==> config.mk <==
export PLATFORM = sky130hd
export DESIGN_NAME = sps_regs
export DESIGN_NICKNAME = d
export VERILOG_FILES = /design/src/logic/sps_pkg.sv /design/src/logic/sps_regs.sv /design/src/logic/sps_sticky.sv /design/src/logic/sps_prescale.sv
export SDC_FILE = /design/constraint.sdc
export NUM_CORES = 1
export LEC_CHECK = 0
export BUFFER_PORTS_ARGS = -buffer_cell sky130_fd_sc_hd__clkbuf_2
export CORE_MARGIN = 8
export CORE_UTILIZATION = 30
export CTS_CLUSTER_SIZE = 24
export DETAILED_ROUTE_END_ITERATION = 6
export PLACE_DENSITY = 0.54
export REMOVE_ABC_BUFFERS = 1
export SLEW_MARGIN = 40
export SYNTH_ARGS = -nofsm -noshare
export SYNTH_HDL_FRONTEND = slang
export SYNTH_SLANG_ARGS = --single-unit
==> constraint.sdc <==
create_clock -name clk_i -period 2.4 [get_ports clk_i]
set_clock_uncertainty 0.05 [all_clocks]
set_input_delay 0.12 -clock clk_i [delete_from_list [all_inputs] [get_ports clk_i]]
set_output_delay 0.12 -clock clk_i [all_outputs]
set_load 0.02 [all_outputs]
==> src/logic/sps_pkg.sv <==
// Constants of the serial port status and interrupt register bank.
// Assumes a single 200 MHz clock, synchronous reset and a Wishbone host.
//
// Operation
// - Busy while shifting or transmit queue holds data
// - Receive full flag at status bit 3
// - Receive has-data flag at status bit 2
// - Transmit has-room flag at bit 1, resets 1
// - Transmit drained flag at bit 0, resets 1
// - Divide clock by prescale, LSB always zero
// - Four read/write mask bits, cleared at reset
// - Transmit level raw at bit 3, resets 1
// - Receive level raw at bit 2 when half full
// - Timeout raw bit 1 sticky until cleared
// - Overrun raw bit 0 sticky until cleared
// - Raw status readable, writes ignored
// - Masked status readable, writes ignored
// - Clear register ones clear timeout and overrun
// - Read-only hard-coded identification bytes
package sps_pkg;

	////////////////////////////////////////////////////////////////////////
	// Bus geometry
	localparam int ADR_W = 12;
	localparam int DAT_W = 32;
	localparam int LVL_W = 4;
	localparam int IRQ_W = 4;
	localparam int PSC_W = 8;

	////////////////////////////////////////////////////////////////////////
	// Register byte offsets
	localparam logic [ADR_W-1:0] OFF_STATUS  = 12'h00c;
	localparam logic [ADR_W-1:0] OFF_PRESCL  = 12'h010;
	localparam logic [ADR_W-1:0] OFF_MASK    = 12'h014;
	localparam logic [ADR_W-1:0] OFF_RAW     = 12'h018;
	localparam logic [ADR_W-1:0] OFF_MASKED  = 12'h01c;
	localparam logic [ADR_W-1:0] OFF_CLEAR   = 12'h020;
	localparam logic [ADR_W-1:0] OFF_EVENT   = 12'h024;
	localparam logic [ADR_W-1:0] OFF_EVMASK  = 12'h028;
	localparam logic [ADR_W-1:0] OFF_IDENT4  = 12'hfd0;
	localparam logic [ADR_W-1:0] OFF_IDENT5  = 12'hfd4;

	////////////////////////////////////////////////////////////////////////
	// Status field positions
	localparam int ST_BUSY    = 4;
	localparam int ST_RXFULL  = 3;
	localparam int ST_RXDATA  = 2;
	localparam int ST_TXROOM  = 1;
	localparam int ST_TXEMPTY = 0;
	localparam logic [4:0] STATUS_RST = 5'h03;

	// Interrupt field positions of mask, raw, masked and clear; event shares bits 1 and 0 only
	localparam int IR_TXLVL = 3;
	localparam int IR_RXLVL = 2;
	localparam int IR_RXTO  = 1;
	localparam int IR_RXOVR = 0;
	localparam logic [IRQ_W-1:0] RAW_RST  = 4'h8;
	localparam logic [IRQ_W-1:0] MASK_RST = 4'h0;
	localparam logic [PSC_W-1:0] PSC_RST  = 8'h00;

	////////////////////////////////////////////////////////////////////////
	// Queue geometry
	localparam logic [LVL_W-1:0] QUEUE_DEPTH = 4'h8;
	localparam logic [LVL_W-1:0] QUEUE_HALF  = 4'h4;

	// Identification bytes: values are arbitrary
	localparam logic [7:0] IDENT4_VAL = 8'h5a;
	localparam logic [7:0] IDENT5_VAL = 8'h3c;

endpackage : sps_pkg

==> src/logic/sps_regs.sv <==
// Status, prescale and interrupt register bank of a synchronous serial port.
// Assumes queue levels and shifter events come from the port's datapath
// in the same clock domain; software uses classic Wishbone single cycles.
//
// The implementer's own choice: the Wishbone slave port.
`timescale 1ns/10ps
module sps_regs
	import sps_pkg::*;
(
	input  wire logic             clk_i,           // 200 MHz system clock
	input  wire logic             rst_i,           // sync reset, active high
	input  wire logic             wb_cyc_i,        // bus cycle
	input  wire logic             wb_stb_i,        // bus strobe
	input  wire logic             wb_we_i,         // write enable
	input  wire logic [ADR_W-1:0] wb_adr_i,        // byte address
	input  wire logic [3:0]       wb_sel_i,        // byte lanes
	input  wire logic [DAT_W-1:0] wb_dat_i,        // write data
	output logic      [DAT_W-1:0] wb_dat_o,        // read data
	output logic                  wb_ack_o,        // acknowledge
	input  wire logic [LVL_W-1:0] tx_level_i,      // transmit queue entries
	input  wire logic [LVL_W-1:0] rx_level_i,      // receive queue entries
	input  wire logic             shifter_busy_i,  // frame in progress
	input  wire logic             rx_timeout_i,    // receive timeout pulse
	input  wire logic             rx_word_in_i,    // received word pulse
	output logic                  prescale_tick_o, // divided clock enable
	output logic                  irq_o,           // combined interrupt
	output logic                  evt_irq_o        // event interrupt
);
	import sps_pkg::*;

	////////////////////////////////////////////////////////////////////////
	// Bus decode
	logic                  req;
	logic                  wr_fire;
	logic                  rd_take;
	logic [ADR_W-1:0]      adr_word;

	assign req      = wb_cyc_i & wb_stb_i;
	assign adr_word = {wb_adr_i[ADR_W-1:2], 2'b00};
	// Writes land on the edge at which the master samples ack
	assign wr_fire  = req & wb_we_i & wb_ack_o & wb_sel_i[0];
	// Reads are captured as ack is raised
	assign rd_take  = req & ~wb_we_i & ~wb_ack_o;

	always_ff @(posedge clk_i) begin
		if (rst_i) begin
			wb_ack_o <= 1'b0;
		end else begin
			wb_ack_o <= req & ~wb_ack_o;
		end
	end

	////////////////////////////////////////////////////////////////////////
	// Queue and busy status
	logic [4:0] status_reg;
	logic [4:0] status_next;

	always_comb begin
		status_next             = '0;
		status_next[ST_BUSY]    = shifter_busy_i | (tx_level_i != '0);
		status_next[ST_RXFULL]  = (rx_level_i == QUEUE_DEPTH);
		status_next[ST_RXDATA]  = (rx_level_i != '0);
		status_next[ST_TXROOM]  = (tx_level_i != QUEUE_DEPTH);
		status_next[ST_TXEMPTY] = (tx_level_i == '0);
	end

	always_ff @(posedge clk_i) begin
		if (rst_i) begin
			status_reg <= STATUS_RST;
		end else begin
			status_reg <= status_next;
		end
	end

	////////////////////////////////////////////////////////////////////////
	// Prescale divisor
	logic [PSC_W-1:0] prescale_reg;

	// Odd writes lose bit 0; software keeps the value even and >= 2
	always_ff @(posedge clk_i) begin
		if (rst_i) begin
			prescale_reg <= PSC_RST;
		end else if (wr_fire && adr_word == OFF_PRESCL) begin
			prescale_reg <= {wb_dat_i[PSC_W-1:1], 1'b0};
		end
	end

	sps_prescale u_prescale (
		.clk_i     (clk_i),
		.rst_i     (rst_i),
		.divisor_i (prescale_reg),
		.tick_o    (prescale_tick_o)
	);

	////////////////////////////////////////////////////////////////////////
	// Interrupt mask
	logic [IRQ_W-1:0] mask_reg;

	always_ff @(posedge clk_i) begin
		if (rst_i) begin
			mask_reg <= MASK_RST;
		end else if (wr_fire && adr_word == OFF_MASK) begin
			mask_reg <= wb_dat_i[IRQ_W-1:0];
		end
	end

	////////////////////////////////////////////////////////////////////////
	// Raw interrupt sources
	logic             overrun_evt;
	logic             clr_write;
	logic [1:0]       sticky_set;
	logic [1:0]       sticky_clr;
	logic [1:0]       sticky_q;
	logic             tx_lvl_reg;
	logic             rx_lvl_reg;
	logic [IRQ_W-1:0] raw_vec;
	logic [IRQ_W-1:0] masked_vec;

	// Overrun: a word arrives with no free receive entry
	assign overrun_evt = rx_word_in_i & (rx_level_i == QUEUE_DEPTH);
	assign clr_write   = wr_fire && adr_word == OFF_CLEAR;
	assign sticky_set  = {rx_timeout_i, overrun_evt};
	// Only the two held sources listen to the clear register
	assign sticky_clr  = clr_write ? wb_dat_i[1:0] : 2'b00;

	sps_sticky #(.W(2)) u_raw_sticky (
		.clk_i  (clk_i),
		.rst_i  (rst_i),
		.set_i  (sticky_set),
		.clr_i  (sticky_clr),
		.flag_o (sticky_q)
	);

	// Level sources track the queues directly
	always_ff @(posedge clk_i) begin
		if (rst_i) begin
			tx_lvl_reg <= RAW_RST[IR_TXLVL];
			rx_lvl_reg <= RAW_RST[IR_RXLVL];
		end else begin
			tx_lvl_reg <= (tx_level_i <= QUEUE_HALF);
			rx_lvl_reg <= (rx_level_i >= QUEUE_HALF);
		end
	end

	assign raw_vec    = {tx_lvl_reg, rx_lvl_reg, sticky_q};
	assign masked_vec = raw_vec & mask_reg;

	always_ff @(posedge clk_i) begin
		if (rst_i) begin
			irq_o <= 1'b0;
		end else begin
			irq_o <= |masked_vec;
		end
	end

	////////////////////////////////////////////////////////////////////////
	// Event register: sticky, cleared by reading it
	logic [IRQ_W-1:0] evt_set;
	logic [IRQ_W-1:0] evt_clr;
	logic [IRQ_W-1:0] evt_q;
	logic [IRQ_W-1:0] evmask_reg;
	logic             tx_empty_d;
	logic             rx_full_d;

	always_ff @(posedge clk_i) begin
		if (rst_i) begin
			tx_empty_d <= 1'b1;
			rx_full_d  <= 1'b0;
		end else begin
			tx_empty_d <= status_next[ST_TXEMPTY];
			rx_full_d  <= status_next[ST_RXFULL];
		end
	end

	assign evt_set = {status_next[ST_TXEMPTY] & ~tx_empty_d,
	                  status_next[ST_RXFULL] & ~rx_full_d,
	                  rx_timeout_i, overrun_evt};
	assign evt_clr = (rd_take && adr_word == OFF_EVENT) ? evt_q : '0;

	sps_sticky #(.W(IRQ_W)) u_evt_sticky (
		.clk_i  (clk_i),
		.rst_i  (rst_i),
		.set_i  (evt_set),
		.clr_i  (evt_clr),
		.flag_o (evt_q)
	);

	always_ff @(posedge clk_i) begin
		if (rst_i) begin
			evmask_reg <= MASK_RST;
		end else if (wr_fire && adr_word == OFF_EVMASK) begin
			evmask_reg <= wb_dat_i[IRQ_W-1:0];
		end
	end

	always_ff @(posedge clk_i) begin
		if (rst_i) begin
			evt_irq_o <= 1'b0;
		end else begin
			evt_irq_o <= |(evt_q & evmask_reg);
		end
	end

	////////////////////////////////////////////////////////////////////////
	// Read data; writes to read-only and unmapped offsets are dropped
	logic [DAT_W-1:0] rd_next;

	always_comb begin
		rd_next = '0;
		unique case (adr_word)
			OFF_STATUS:  rd_next[4:0]       = status_reg;
			OFF_PRESCL:  rd_next[PSC_W-1:0] = prescale_reg;
			OFF_MASK:    rd_next[IRQ_W-1:0] = mask_reg;
			OFF_RAW:     rd_next[IRQ_W-1:0] = raw_vec;
			OFF_MASKED:  rd_next[IRQ_W-1:0] = masked_vec;
			OFF_EVENT:   rd_next[IRQ_W-1:0] = evt_q;
			OFF_EVMASK:  rd_next[IRQ_W-1:0] = evmask_reg;
			OFF_IDENT4:  rd_next[7:0]       = IDENT4_VAL;
			OFF_IDENT5:  rd_next[7:0]       = IDENT5_VAL;
			default:     rd_next            = '0;
		endcase
	end

	always_ff @(posedge clk_i) begin
		if (rst_i) begin
			wb_dat_o <= '0;
		end else if (rd_take) begin
			wb_dat_o <= rd_next;
		end else begin
			wb_dat_o <= '0;
		end
	end
endmodule : sps_regs

==> src/logic/sps_sticky.sv <==
// Sticky flag vector: set pulses hold until a clear pulse.
// Assumes set and clear are synchronous to clk_i.
`timescale 1ns/10ps
module sps_sticky #(
	parameter int W = 4
) (
	input  wire logic         clk_i,   // system clock
	input  wire logic         rst_i,   // sync reset, active high
	input  wire logic [W-1:0] set_i,   // set pulses
	input  wire logic [W-1:0] clr_i,   // clear pulses
	output logic      [W-1:0] flag_o   // held flags
);
	// Set beats a clear in the same cycle so no event is lost
	always_ff @(posedge clk_i) begin
		if (rst_i) begin
			flag_o <= '0;
		end else begin
			flag_o <= (flag_o & ~clr_i) | set_i;
		end
	end
endmodule : sps_sticky

==> src/logic/sps_prescale.sv <==
// Clock prescaler: one-cycle enable every divisor_i system clocks.
// Assumes divisor_i is even; zero stops the enable.
`timescale 1ns/10ps
module sps_prescale
	import sps_pkg::*;
(
	input  wire logic             clk_i,     // system clock
	input  wire logic             rst_i,     // sync reset, active high
	input  wire logic [PSC_W-1:0] divisor_i, // division factor
	output logic                  tick_o     // enable pulse
);
	logic [PSC_W-1:0] count_reg;

	always_ff @(posedge clk_i) begin
		if (rst_i || divisor_i == '0) begin
			count_reg <= '0;
			tick_o    <= 1'b0;
		end else if (count_reg >= divisor_i - 8'h01) begin
			count_reg <= '0;
			tick_o    <= 1'b1;
		end else begin
			count_reg <= count_reg + 8'h01;
			tick_o    <= 1'b0;
		end
	end
endmodule : sps_prescale

* Word-level counts from Yosys, hierarchy flattened
Index checks and enable logic that the tools add are counted.
** Cells by class
- $add $sub $neg :: 2
- Magnitude comparators :: 3
- Equal/unequal tests :: 12
- Mux-type cells :: 6
- Bitwise gates (word level) :: 24
- Reduce and logical (&&, ||, !) cells :: 15
** Operators with widths (count)
- 10-bit by 3-bit == test with 1-bit output (second input constant) :: 4
- 4-bit one-hot mux with 9 select lines :: 1
- 10-bit by 4-bit == test with 1-bit output (second input constant) :: 3
- 10-bit == test (second input constant) :: 2
- 4-bit AND :: 3
- 1-bit AND :: 10
- 10-bit by 2-bit == test with 1-bit output (second input constant) :: 1
- 3-bit one-hot mux with 3 select lines :: 1
- 8-bit by 1-bit adder with 8-bit output (second input constant) :: 1
- 8-bit >= comparator :: 1
- 8-bit logical NOT :: 1
- 4-bit nonzero test :: 2
- 4-bit OR reduction :: 2
- 8-bit by 1-bit subtractor with 8-bit output (second input constant) :: 1
- 2-bit OR reduction :: 3
- 1-bit logical AND :: 5
- 1-bit inverter :: 5
- 4-bit == test (second input constant) :: 1
- 4-bit by 3-bit >= comparator with 1-bit output (second input constant) :: 1
- 4-bit by 3-bit <= comparator with 1-bit output (second input constant) :: 1
- 4-bit logical NOT :: 1
- 4-bit two-way mux :: 1
- 4-bit inequality test (second input constant) :: 1
- 4-bit inverter :: 1
- other kinds (9) :: 9
** Storage, ports and cells
- Register bits :: 74
- Input port bits :: 64

* Depth between registers and ports, before layout
Gate-level depths: netlist (run 1).
- Word-level depth :: 9
- Gate-level depth with buffers :: 10
- Depth with buffers taken out :: 10

* By module
Synthesis (run 1) repeated with hierarchy kept, for this count alone.
** Second synthesis, totals
- Cells, all modules :: 312
- Area total of the unflattened synthesis :: 2711.4 um^2
** By module, submodules not included
- sps_regs :: times used 1, cells an instance 213, area an instance 1809.2 um^2, seq. area each 660.6 um^2
- sps_prescale :: times used 1, cells an instance 75, area an instance 691.9 um^2, seq. area each 180.2 um^2
- sps_sticky at u_evt_sticky :: times used 1, cells an instance 16, area an instance 140.1 um^2, seq. area each 80.1 um^2
- sps_sticky at u_raw_sticky :: times used 1, cells an instance 8, area an instance 70.1 um^2, seq. area each 40.0 um^2

* Least setup slack after synthesis (run 1)
No wires, ideal clock.
- Kind :: reg-to-reg
- Start point :: reg prescale_reg[1]
- End point :: reg u_prescale.count_reg[2]
- Library setup time :: 65 ps
- Data arrival time :: 2097 ps
- Required time :: 2285 ps
- Path slack :: 188 ps
- Stages on the path, launching flop included :: 11
- Period minus slack after synthesis :: 2212 ps
- Cells stage by stage :: dfxtp_1 -> inv_1 -> ha_1 -> nand2_1 -> xor2_1 -> ha_1 -> a21o_1 -> a21o_1 -> a221oi_1 -> nand2_1 -> nor2_1
** Between the ends
- Longest elaborated chain between the ends :: 3
** Ends and longest elaborated chain
- from (decl) :: line sps_regs.sv:77 : logic [PSC_W-1:0] prescale_reg;
- from (signal assigned) :: line sps_regs.sv:84 : prescale_reg <= {wb_dat_i[PSC_W-1:1], 1'b0};
- 8-bit by 1-bit subtractor with 8-bit output or 8-bit logical NOT (tied branches) :: line sps_prescale.sv:18, sps_prescale.sv:15
- 8-bit >= comparator or 1-bit logical OR (tied branches) :: line sps_prescale.sv:18, sps_prescale.sv:15
- 2-bit OR reduction (no line) (*)
- to (signal assigned) :: line sps_prescale.sv:22 : count_reg <= count_reg + 8'h01;
- to (decl) :: line sps_prescale.sv:12 : logic [PSC_W-1:0] count_reg;
Every way passes the cells marked *; elsewhere a longest branch is shown, timed or not.
A chain may end at the register's enable or synchronous reset.

* Worst setup path in the final report (run 1)
- Start point :: reg prescale_reg[3]
- End point :: reg u_prescale.count_reg[1]
Same word-level chain as after synthesis.

==> reports/qor.csv, run 1 <==
metric,value,unit
clock sink count,48,
ratio of cells with drive above 1 in the final layout,20.7,%
MaxCap Viol Count,0,
Syn Area/Cell,8.45,um2
Leakage,0.00128,uW
leading area contributor after synthesis,dfxtp_1,
crit-path max FO,2,
total power,1480,uW
I/O pins,100,
Yosys cell types,49,
worst min path class,input pin to flip-flop,
Slew @ Worst Pin,0.488,ns
slew margin rel.,67.1,%
Worst path max stage delay,0.38,ns
Post-synth top flop,dfxtp_1,
WL final,6560,um
"Clk pin slew, worst setup/hold paths",0.10,ns
GR Layer Usage met2,18.4,%
"EDFF count, synth",0,
Slowest cell on crit path,or3_1,
Required @ worst endpoint,2.60,ns
Inserted Diodes,0,
setup bufs post-CTS,0,
Setup TNS Final,0,ns
die area,11700,um2
Die Y,108,um
Starting Density,31.0,%
WL per Instance,14.1,um
DRC viols,0,
IO Port Bufs,46,
met1 Use GR,14.2,%
YS warnings,0,
cell count after synthesis,302,
Synth Register Bits,48,
met3 Use GR,2.50,%
1st-pass router iterations,5,
initial antenna violation count,0,
Syn-to-layout area delta,17.9,%
RSZ-0062 raised after global routing,false,
row cnt,33,
cell-by-cell trace of the critical path,or3_1 > nor2_1 > nand2_1 > xnor2_1 > ha_1 > and4_1 > a221oi_2 > buf_4 > and3_1,
Final Cycle Share,93.1,%
cell area after synthesis,2550,um2
outcome,"complete, no violations",
Setup CP Type,flip-flop to flip-flop,
first-pass GRT wire length,10600,um
largest net degree at the start of global routing,23,
H-Tree Depth,2,
Skew-Pair Late Insertion Delay,0.30,ns
final hold vios,0,
Fmax achieved,447,MHz
DR vias,2233,
total CTS buffers,5,
Critical Path AT,2.43,ns
asr flop ratio synth,0,%
area share of the largest cell type after synthesis,37.7,%
Die X,108,um
Clk Tree Root Cell,clkbuf_8,
cell area power density,493,nW/um2
final antenna-violating net count,0,
gp weighted congestion,0.849,
crit start category,flip-flop,
Worst VDD drop,0.276,mV
nets@finish,435,
ranking of synthesized cells by area,"dfxtp_1, buf_4, nor2_1",
GRT busiest layer,met2,
# setup viols final,0,
CP Capture Type,flip-flop,
Via density,4.78,
Slew Limit Fails,0,
Max Buffers Root-to-Sink,2,
total core area,8220,um2
TritonCTS clock tree,yes,
"Seq/Total Area, Yosys",37.7,%
Initial DRC Count,194,
GRT overflow,0,
Final min period,2.24,ns
Overall Global Routing Usage,11.1,%
post-DP HPWL,5290,um
vias in the first global route,2189,
-- cell usage after synthesis (2+ instances only) --
master,number
dfxtp_1,48
nor2_1,36
nand2_1,26
buf_4,24
a21oi_1,22
o21ai_0,14
ha_1,10
nand3_1,10
a22oi_1,8
mux2i_1,8
nor2b_1,8
inv_1,7
xnor2_1,7
and3_1,6
nor3_1,6
clkbuf_1,5
nor4_1,5
a31oi_1,4
xor2_1,4
buf_6,3
nand3b_1,3
nand4_1,3
or3_1,3
a21o_1,2
a221oi_1,2
a311oi_1,2
and4_1,2
buf_2,2
o22ai_1,2
-- layout by cell type (no fill, tap or decap), types with 10 or more instances in the layout --
cell type / n
nor2_1: 36
clkbuf_2: 46
ha_1: 10
dfxtp_1: 48
o21ai_0: 14
nand2_1: 25
a21oi_1: 22
conb_1: 24
buf_4: 12
nand3_1: 10
-- cell type report --
class | instances | area, um2
sequential | 48 | 961
tap | 105 | 131
clock inverter | 2 | 13.8
inverter | 7 | 26.3
fill | 873 | 5210
timing repair buffer | 64 | 380
clock buffer | 6 | 82.6
multi-input combinational | 235 | 1410
-- layer usage --
metal  routed length (um)  vias up
li1                     -     1139
met1                 2980     1019
met2                 3170       64
met3                  315       11
met4                   99        0
met5                    0        -
-- power breakdown --
group,switching [uW],internal (uW),total [uW]
Clock,280,236,516
Combinational,101,50.3,151
Sequential,8.25,807,815
Total,389,1090,1480
-- worst paths after layout --
kind	slack, ns	start	end	depth (start not counted)
worst min-delay path	0.007	wb_dat_i[3]	prescale_reg[3]	3
worst min register to register	0.42	status_reg[4]	wb_dat_o[4]	2
worst max-delay path	0.16	prescale_reg[3]	u_prescale.count_reg[1]	9
worst max register to register	0.16	prescale_reg[3]	u_prescale.count_reg[1]	9
-- kinds of logic (layout without fill, tap and decap cells) --
family / after synthesis / in the layout / synth area share, %
AO/OA/AOI/OAI: 64 / 64 / 15.7
other: 1 / 24 / 0.147
adder cells (fa/ha/maj): 10 / 10 / 4.90
buffers and inverters: 42 / 79 / 10.7
flip-flops: 48 / 48 / 37.7
multiplexers: 8 / 8 / 3.14
AND/OR/NAND/NOR: 118 / 118 / 23.9
XOR/XNOR: 11 / 11 / 3.78
-- repair_timing --
item	4_1_cts	5_1_grt
resized for setup	0	2
endpoints found under the hold margin	7	0
hold buffers	6	0
endpoints found under the setup margin	0	8
-- per-stage QoR --
step	hold WS [ns]	cell area (um2)	util (%)	setup slack (ns)	cells
final	0.00727	3010	36.6	0.165	467
after global routing	0.00284	3010	36.6	0.00384	467
after CTS	0.00104	3000	36.5	0.0426	467
after detailed placement	0.280	2840	34.6	0.0637	453
after global placement	0.281	2840	34.6	0.0523	453
after floorplan	0.139	2390	-	0.188	290
-- critical path: cells and delay by family (launching register included) --
kind,cells,cell delay (ns)
compound gates,1,0.28
buf+inv,1,0.16
fa+ha+maj,1,0.30
xor+xnor,1,0.12
flops,1,0.32
simple gates,5,0.94
No activity file was read; power rests on OpenSTA's default activity.
==> run 2: changes to the inputs <==
--- a/config.mk
+++ b/config.mk
@@ -5,7 +5,7 @@
 export SDC_FILE = /design/constraint.sdc
 export NUM_CORES = 1
 export LEC_CHECK = 0
-export BUFFER_PORTS_ARGS = -buffer_cell sky130_fd_sc_hd__clkbuf_2
+export BUFFER_PORTS_ARGS = -buffer_cell sky130_fd_sc_hd__buf_2
 export CORE_MARGIN = 8
 export CORE_UTILIZATION = 30
 export CTS_CLUSTER_SIZE = 24
==> reports/qor.csv, run 2 (synthesis results as in run 1) <==
metric,value,unit
CP bufs+invs,1,
1st-pass router iterations,4,
Finished Layout Cells,461,
Initial DRC Count,140,
nets@finish,429,
Setup TNS Final,0,ns
Worst path max stage delay,0.39,ns
largest net degree at the start of global routing,35,
final antenna-violating net count,0,
vias in the first global route,2134,
total core area,8220,um2
Fmax achieved,446,MHz
Via density,4.80,
"Clk pin slew, worst setup/hold paths",0.09,ns
H-Tree Depth,2,
crit start category,flip-flop,
"commonest non-fill, non-tap cell in the layout",dfxtp_1,
Starting Density,31.0,%
Required @ worst endpoint,2.59,ns
GRT overflow,0,
worst min path class,input pin to flip-flop,
CP Capture Type,flip-flop,
Leakage,0.00125,uW
Worst VDD drop,0.243,mV
outcome,"complete, no violations",
Final min period,2.24,ns
Setup CP Type,flip-flop to flip-flop,
initial antenna violation count,0,
cell-by-cell trace of the critical path,or3_1 > nor3_1 > xnor2_1 > ha_1 > a21o_1 > a221oi_2 > buf_4 > and3_1,
post-DP HPWL,5170,um
worst flop-to-flop path startpoint,prescale_reg[3],
r2r endpoint,u_prescale.count_reg[1],
Syn-to-layout area delta,15.6,%
die area,11700,um2
first-pass GRT wire length,10200,um
total CTS buffers,5,
cell area power density,494,nW/um2
clock sink count,48,
Slowest cell on crit path,or3_1,
R2R cell count,8,
ratio of cells with drive above 1 in the final layout,20.2,%
TritonCTS clock tree,yes,
DR vias,2211,
WL per Instance,14.1,um
I/O pins,100,
dpl cells,451,
"commonest non-fill, non-tap cells in the layout","dfxtp_1, buf_2, nor2_1",
Overall Global Routing Usage,10.6,%
worst hold stages,3,
Slew @ Worst Pin,0.608,ns
Die Y,108,um
Die X,108,um
MaxCap Viol Count,0,
Hold EP,prescale_reg[5],
Clk Tree Root Cell,clkbuf_8,
Fill cells,879,
slew margin rel.,59.5,%
row cnt,33,
IO Port Bufs,46,
DRC viols,0,
final hold vios,0,
"Largest delay share family, worst path",simple AND/OR/NAND/NOR gates,
Max Buffers Root-to-Sink,2,
Slew Limit Fails,0,
hold_sp,wb_dat_i[5],
total power,1460,uW
gp weighted congestion,0.845,
Skew-Pair Late Insertion Delay,0.29,ns
setup bufs post-CTS,0,
Critical Path AT,2.43,ns
# setup viols final,0,
WL final,6510,um
crit-path max FO,2,
Final Cycle Share,93.4,%
FF-to-FF setup slack,0.16,ns
Inserted Diodes,0,
run 2: changes by cell type in the layout (fill, tap and decap cells not counted), sizes merged:
cell         before  now
inv               8    7
clkinvlp          0    1
buf              12   56
clkbuf           52    7
clkinv            1    0
dlygate4sd3       6    2
run 2: what timing repair did:
item                       4_1_cts  5_1_grt
hold endpoints to repair         3        0
setup endpoints to repair        0        8
hold buffers                     2        0
resized for setup                0        2
run 2: metrics by stage:
| stage | worst slack, ns | utilization (%) | hold slack, ns | area [um2] |
|---|---|---|---|---|
| after CTS | 0.00326 | 35.8 | 0.00147 | 2940 |
| final | 0.158 | 35.9 | 0.00331 | 2950 |
| after global placement | 0.0660 | 34.4 | 0.293 | 2830 |
| after floorplan | 0.188 | - | 0.139 | 2390 |
| after detailed placement | 0.0307 | 34.4 | 0.295 | 2830 |
| after global routing | -0.00928 | 35.9 | 0.0218 | 2950 |
run 2: worst max path at each step:
| stage | startpoint | to | slack [ns] | depth (start not counted) |
|---|---|---|---|---|
| detailed placement | prescale_reg[3] | u_prescale.count_reg[7] | 0.03 | 8 |
| global route | prescale_reg[3] | u_prescale.count_reg[2] | -0.009 | 8 |
| global placement | prescale_reg[3] | u_prescale.count_reg[7] | 0.07 | 9 |
| finish | prescale_reg[3] | u_prescale.count_reg[1] | 0.16 | 8 |
| floorplan | prescale_reg[1] | u_prescale.count_reg[2] | 0.19 | 10 |
| CTS | prescale_reg[3] | u_prescale.count_reg[2] | 0.003 | 8 |
run 2: area by class of cell:
class | count | area (um2) | share of cell area, %
clock buffer | 7 | 86.3 | 2.93
clock inverter | 1 | 7.51 | 0.255
inverter | 7 | 26.3 | 0.891
multi-input combinational | 235 | 1410 | 47.9
sequential | 48 | 961 | 32.6
tap | 105 | 131 | 4.45
timing repair buffer | 58 | 325 | 11.0
run 2: power by group:
part           switching [uW]  leakage [uW]  total (uW)  internal, uW
logic                    99.6      0.000815         144          44.2
clock network             265     0.0000445         500           235
registers                8.08      0.000389         815           806
run 2: layer usage:
layer,routed length (um),part of all wire [%],up-vias,track usage (%)
li1,-,-,1123,-
met1,2960,45,1032,13.3
met2,3210,49,51,18.1
met3,302,4.6,5,2.68
met4,36,0.55,0,1.88
met5,0,0,-,0
run 2: worst min-delay path, stage by stage:
cell	delay (ns)
buf_2	0.09
nand2_1	0.05
a21oi_1	0.05
==> run 3: changes to the inputs <==
--- a/config.mk
+++ b/config.mk
@@ -10,9 +10,10 @@
 export CORE_UTILIZATION = 30
 export CTS_CLUSTER_SIZE = 24
 export DETAILED_ROUTE_END_ITERATION = 6
-export PLACE_DENSITY = 0.54
+export PLACE_DENSITY = 0.53
 export REMOVE_ABC_BUFFERS = 1
 export SLEW_MARGIN = 40
 export SYNTH_ARGS = -nofsm -noshare
 export SYNTH_HDL_FRONTEND = slang
+export SYNTH_HIERARCHICAL = 1
 export SYNTH_SLANG_ARGS = --single-unit
==> reports/qor.csv, run 3 <==
metric,value,unit
Setup CP Type,flip-flop to flip-flop,
Setup TNS Final,0,ns
CP bufs+invs,1,
CP Capture Type,flip-flop,
met1 wire length,3240,um
Worst VDD drop,0.361,mV
post-DP HPWL,5300,um
cell-by-cell trace of the critical path,nor3_2 > nor3b_1 > xnor2_1 > ha_1 > a21oi_1 > o21a_1 > o41ai_4 > buf_4 > nor2b_1,
DR WL met2,2900,um
total core area,8760,um2
DR vias,2253,
final antenna-violating net count,0,
cell area after synthesis,2710,um2
Slew Limit Fails,0,
Via density,4.66,
1st-pass router iterations,4,
Yosys cell types,48,
crit start category,flip-flop,
ranking of synthesized cells by area,"dfxtp_1, buf_4, mux2i_1",
Leakage,0.00132,uW
FF-to-FF setup slack,0.24,ns
"Largest delay share family, worst path",simple AND/OR/NAND/NOR gates,
Worst path max stage delay,0.38,ns
GRT overflow,0,
Max Buffers Root-to-Sink,2,
I/O pins,100,
"EDFF count, synth",0,
Final Cycle Share,90.0,%
TritonCTS clock tree,yes,
WL met3,493,um
nets@finish,449,
Die Y,111,um
largest net degree at the start of global routing,24,
top routing layer in use,met4,
final hold vios,0,
"Seq/Total Area, Yosys",35.4,%
Final min period,2.16,ns
Clk Tree Root Cell,clkbuf_8,
total power,1600,uW
IO Port Bufs,46,
Skew-Pair Late Insertion Delay,0.30,ns
row cnt,34,
leading area contributor after synthesis,dfxtp_1,
Fmax achieved,463,MHz
crit-path max FO,9,
Syn-to-layout area delta,18.5,%
Starting Density,30.9,%
asr flop ratio synth,0,%
vias in the first global route,2187,
MaxCap Viol Count,0,
total CTS buffers,5,
"commonest non-fill, non-tap cell in the layout",dfxtp_1,
Syn Area/Cell,8.69,um2
commonest cells in the netlist,"dfxtp_1, nor2_1, buf_4",
area share of the largest cell type after synthesis,35.4,%
Critical Path AT,2.30,ns
first-pass GRT wire length,11200,um
DRC viols,0,
Required @ worst endpoint,2.54,ns
Inserted Diodes,0,
Slowest cell on crit path,dfxtp_1,
cell area power density,500,nW/um2
H-Tree Depth,2,
WL final,6720,um
outcome,"complete, no violations",
Die X,111,um
"Clk pin slew, worst setup/hold paths",0.09,ns
clock sink count,48,
Post-synth top flop,dfxtp_1,
RSZ-0062 raised after global routing,false,
Fin Hold WS,0.0146,ns
YS warnings,6,
Synth Register Bits,48,
"count leader, synth",dfxtp_1,
# setup viols final,0,
"commonest non-fill, non-tap cells in the layout","dfxtp_1, buf_2, nor2_1",
cell count after synthesis,312,
ratio of cells with drive above 1 in the final layout,21.1,%
WL per Instance,13.9,um
initial antenna violation count,0,
fin util,36.7,%
gp weighted congestion,0.886,
die area,12300,um2
worst min path class,input pin to flip-flop,
Overall Global Routing Usage,10.9,%
Initial DRC Count,127,
[run 3: cell types whose count changed after synthesis, sizes merged, moves of 3 or more]
cell    previous run  this run
a21oi             22        15
mux2i              8        16
nand2b             1        12
and2               1         5
nor3               7        17
buf               29        26
or3                3         0
o21ai             14         8
inv                7        14
nor2b              8         5
and3               6         3
[run 3: cells by family (layout without fill, tap and decap cells)]
family | after synthesis | count (layout) | synth area share, %
muxes | 16 | 16 | 5.91
other | 1 | 27 | 0.138
adders and majority gates | 11 | 11 | 5.08
AOI/OAI and AO/OA | 50 | 50 | 13.1
and+or+nand+nor | 128 | 128 | 26.6
xor gates and xnor gates | 12 | 12 | 3.88
buffers and inverters | 46 | 83 | 9.88
DFF | 48 | 48 | 35.4
[run 3: final cells by class]
class / count / area [um2]
clock buffer: 5 / 68.8
clock inverter: 3 / 42.5
inverter: 14 / 52.6
fill: 932 / 5550
sequential: 48 / 961
tap: 108 / 135
multi-input combinational: 244 / 1590
timing repair buffer: 61 / 360
[run 3: metal layers]
metal	vias up	track usage [%]
li1	1156	-
met1	1020	14.2
met2	71	16.5
met3	6	3.57
met4	0	3.64
met5	-	0
[run 3: worst paths after layout]
check	depth (start not counted)	end	start
hold / removal	3	prescale_reg[7]	wb_dat_i[7]
hold reg to reg	2	u_raw_sticky/flag_o[0]	u_raw_sticky/flag_o[0]
setup reg to reg	9	u_prescale/tick_o	prescale_reg[1]
setup / recovery	9	u_prescale/tick_o	prescale_reg[1]
[run 3: report_power, final]
part	internal, uW	leakage [uW]	switching (uW)	total (uW)
clock	309	0.0000541	282	591
combinational	70.7	0.000877	123	194
sequential	808	0.000390	11.5	820
total	1190	0.00132	417	1600
[run 3: what timing repair did]
item                                    in CTS  in global routing
resized for setup                            0                  2
hold endpoints to repair                     7                  0
hold buffers                                 7                  0
setup buffers                                0                  0
endpoints found under the setup margin       0                  9
[run 3: tightest hold or removal path, delay by kind of cell]
kind,cells,cell delay [ns]
buffers and inverters,1,0.07
muxes,1,0.05
and+or+nand+nor,1,0.08
[run 3: metrics by stage]
step           worst slack, ns  instances  instance area (um2)
6_report                 0.241        483                 3210
5_1_grt                 0.0320        483                 3210
4_1_cts                  0.133        483                 3200
3_5_place_dp             0.165        468                 3020
3_3_place_gp             0.180        468                 3020
2_1_floorplan            0.250        306                 2590
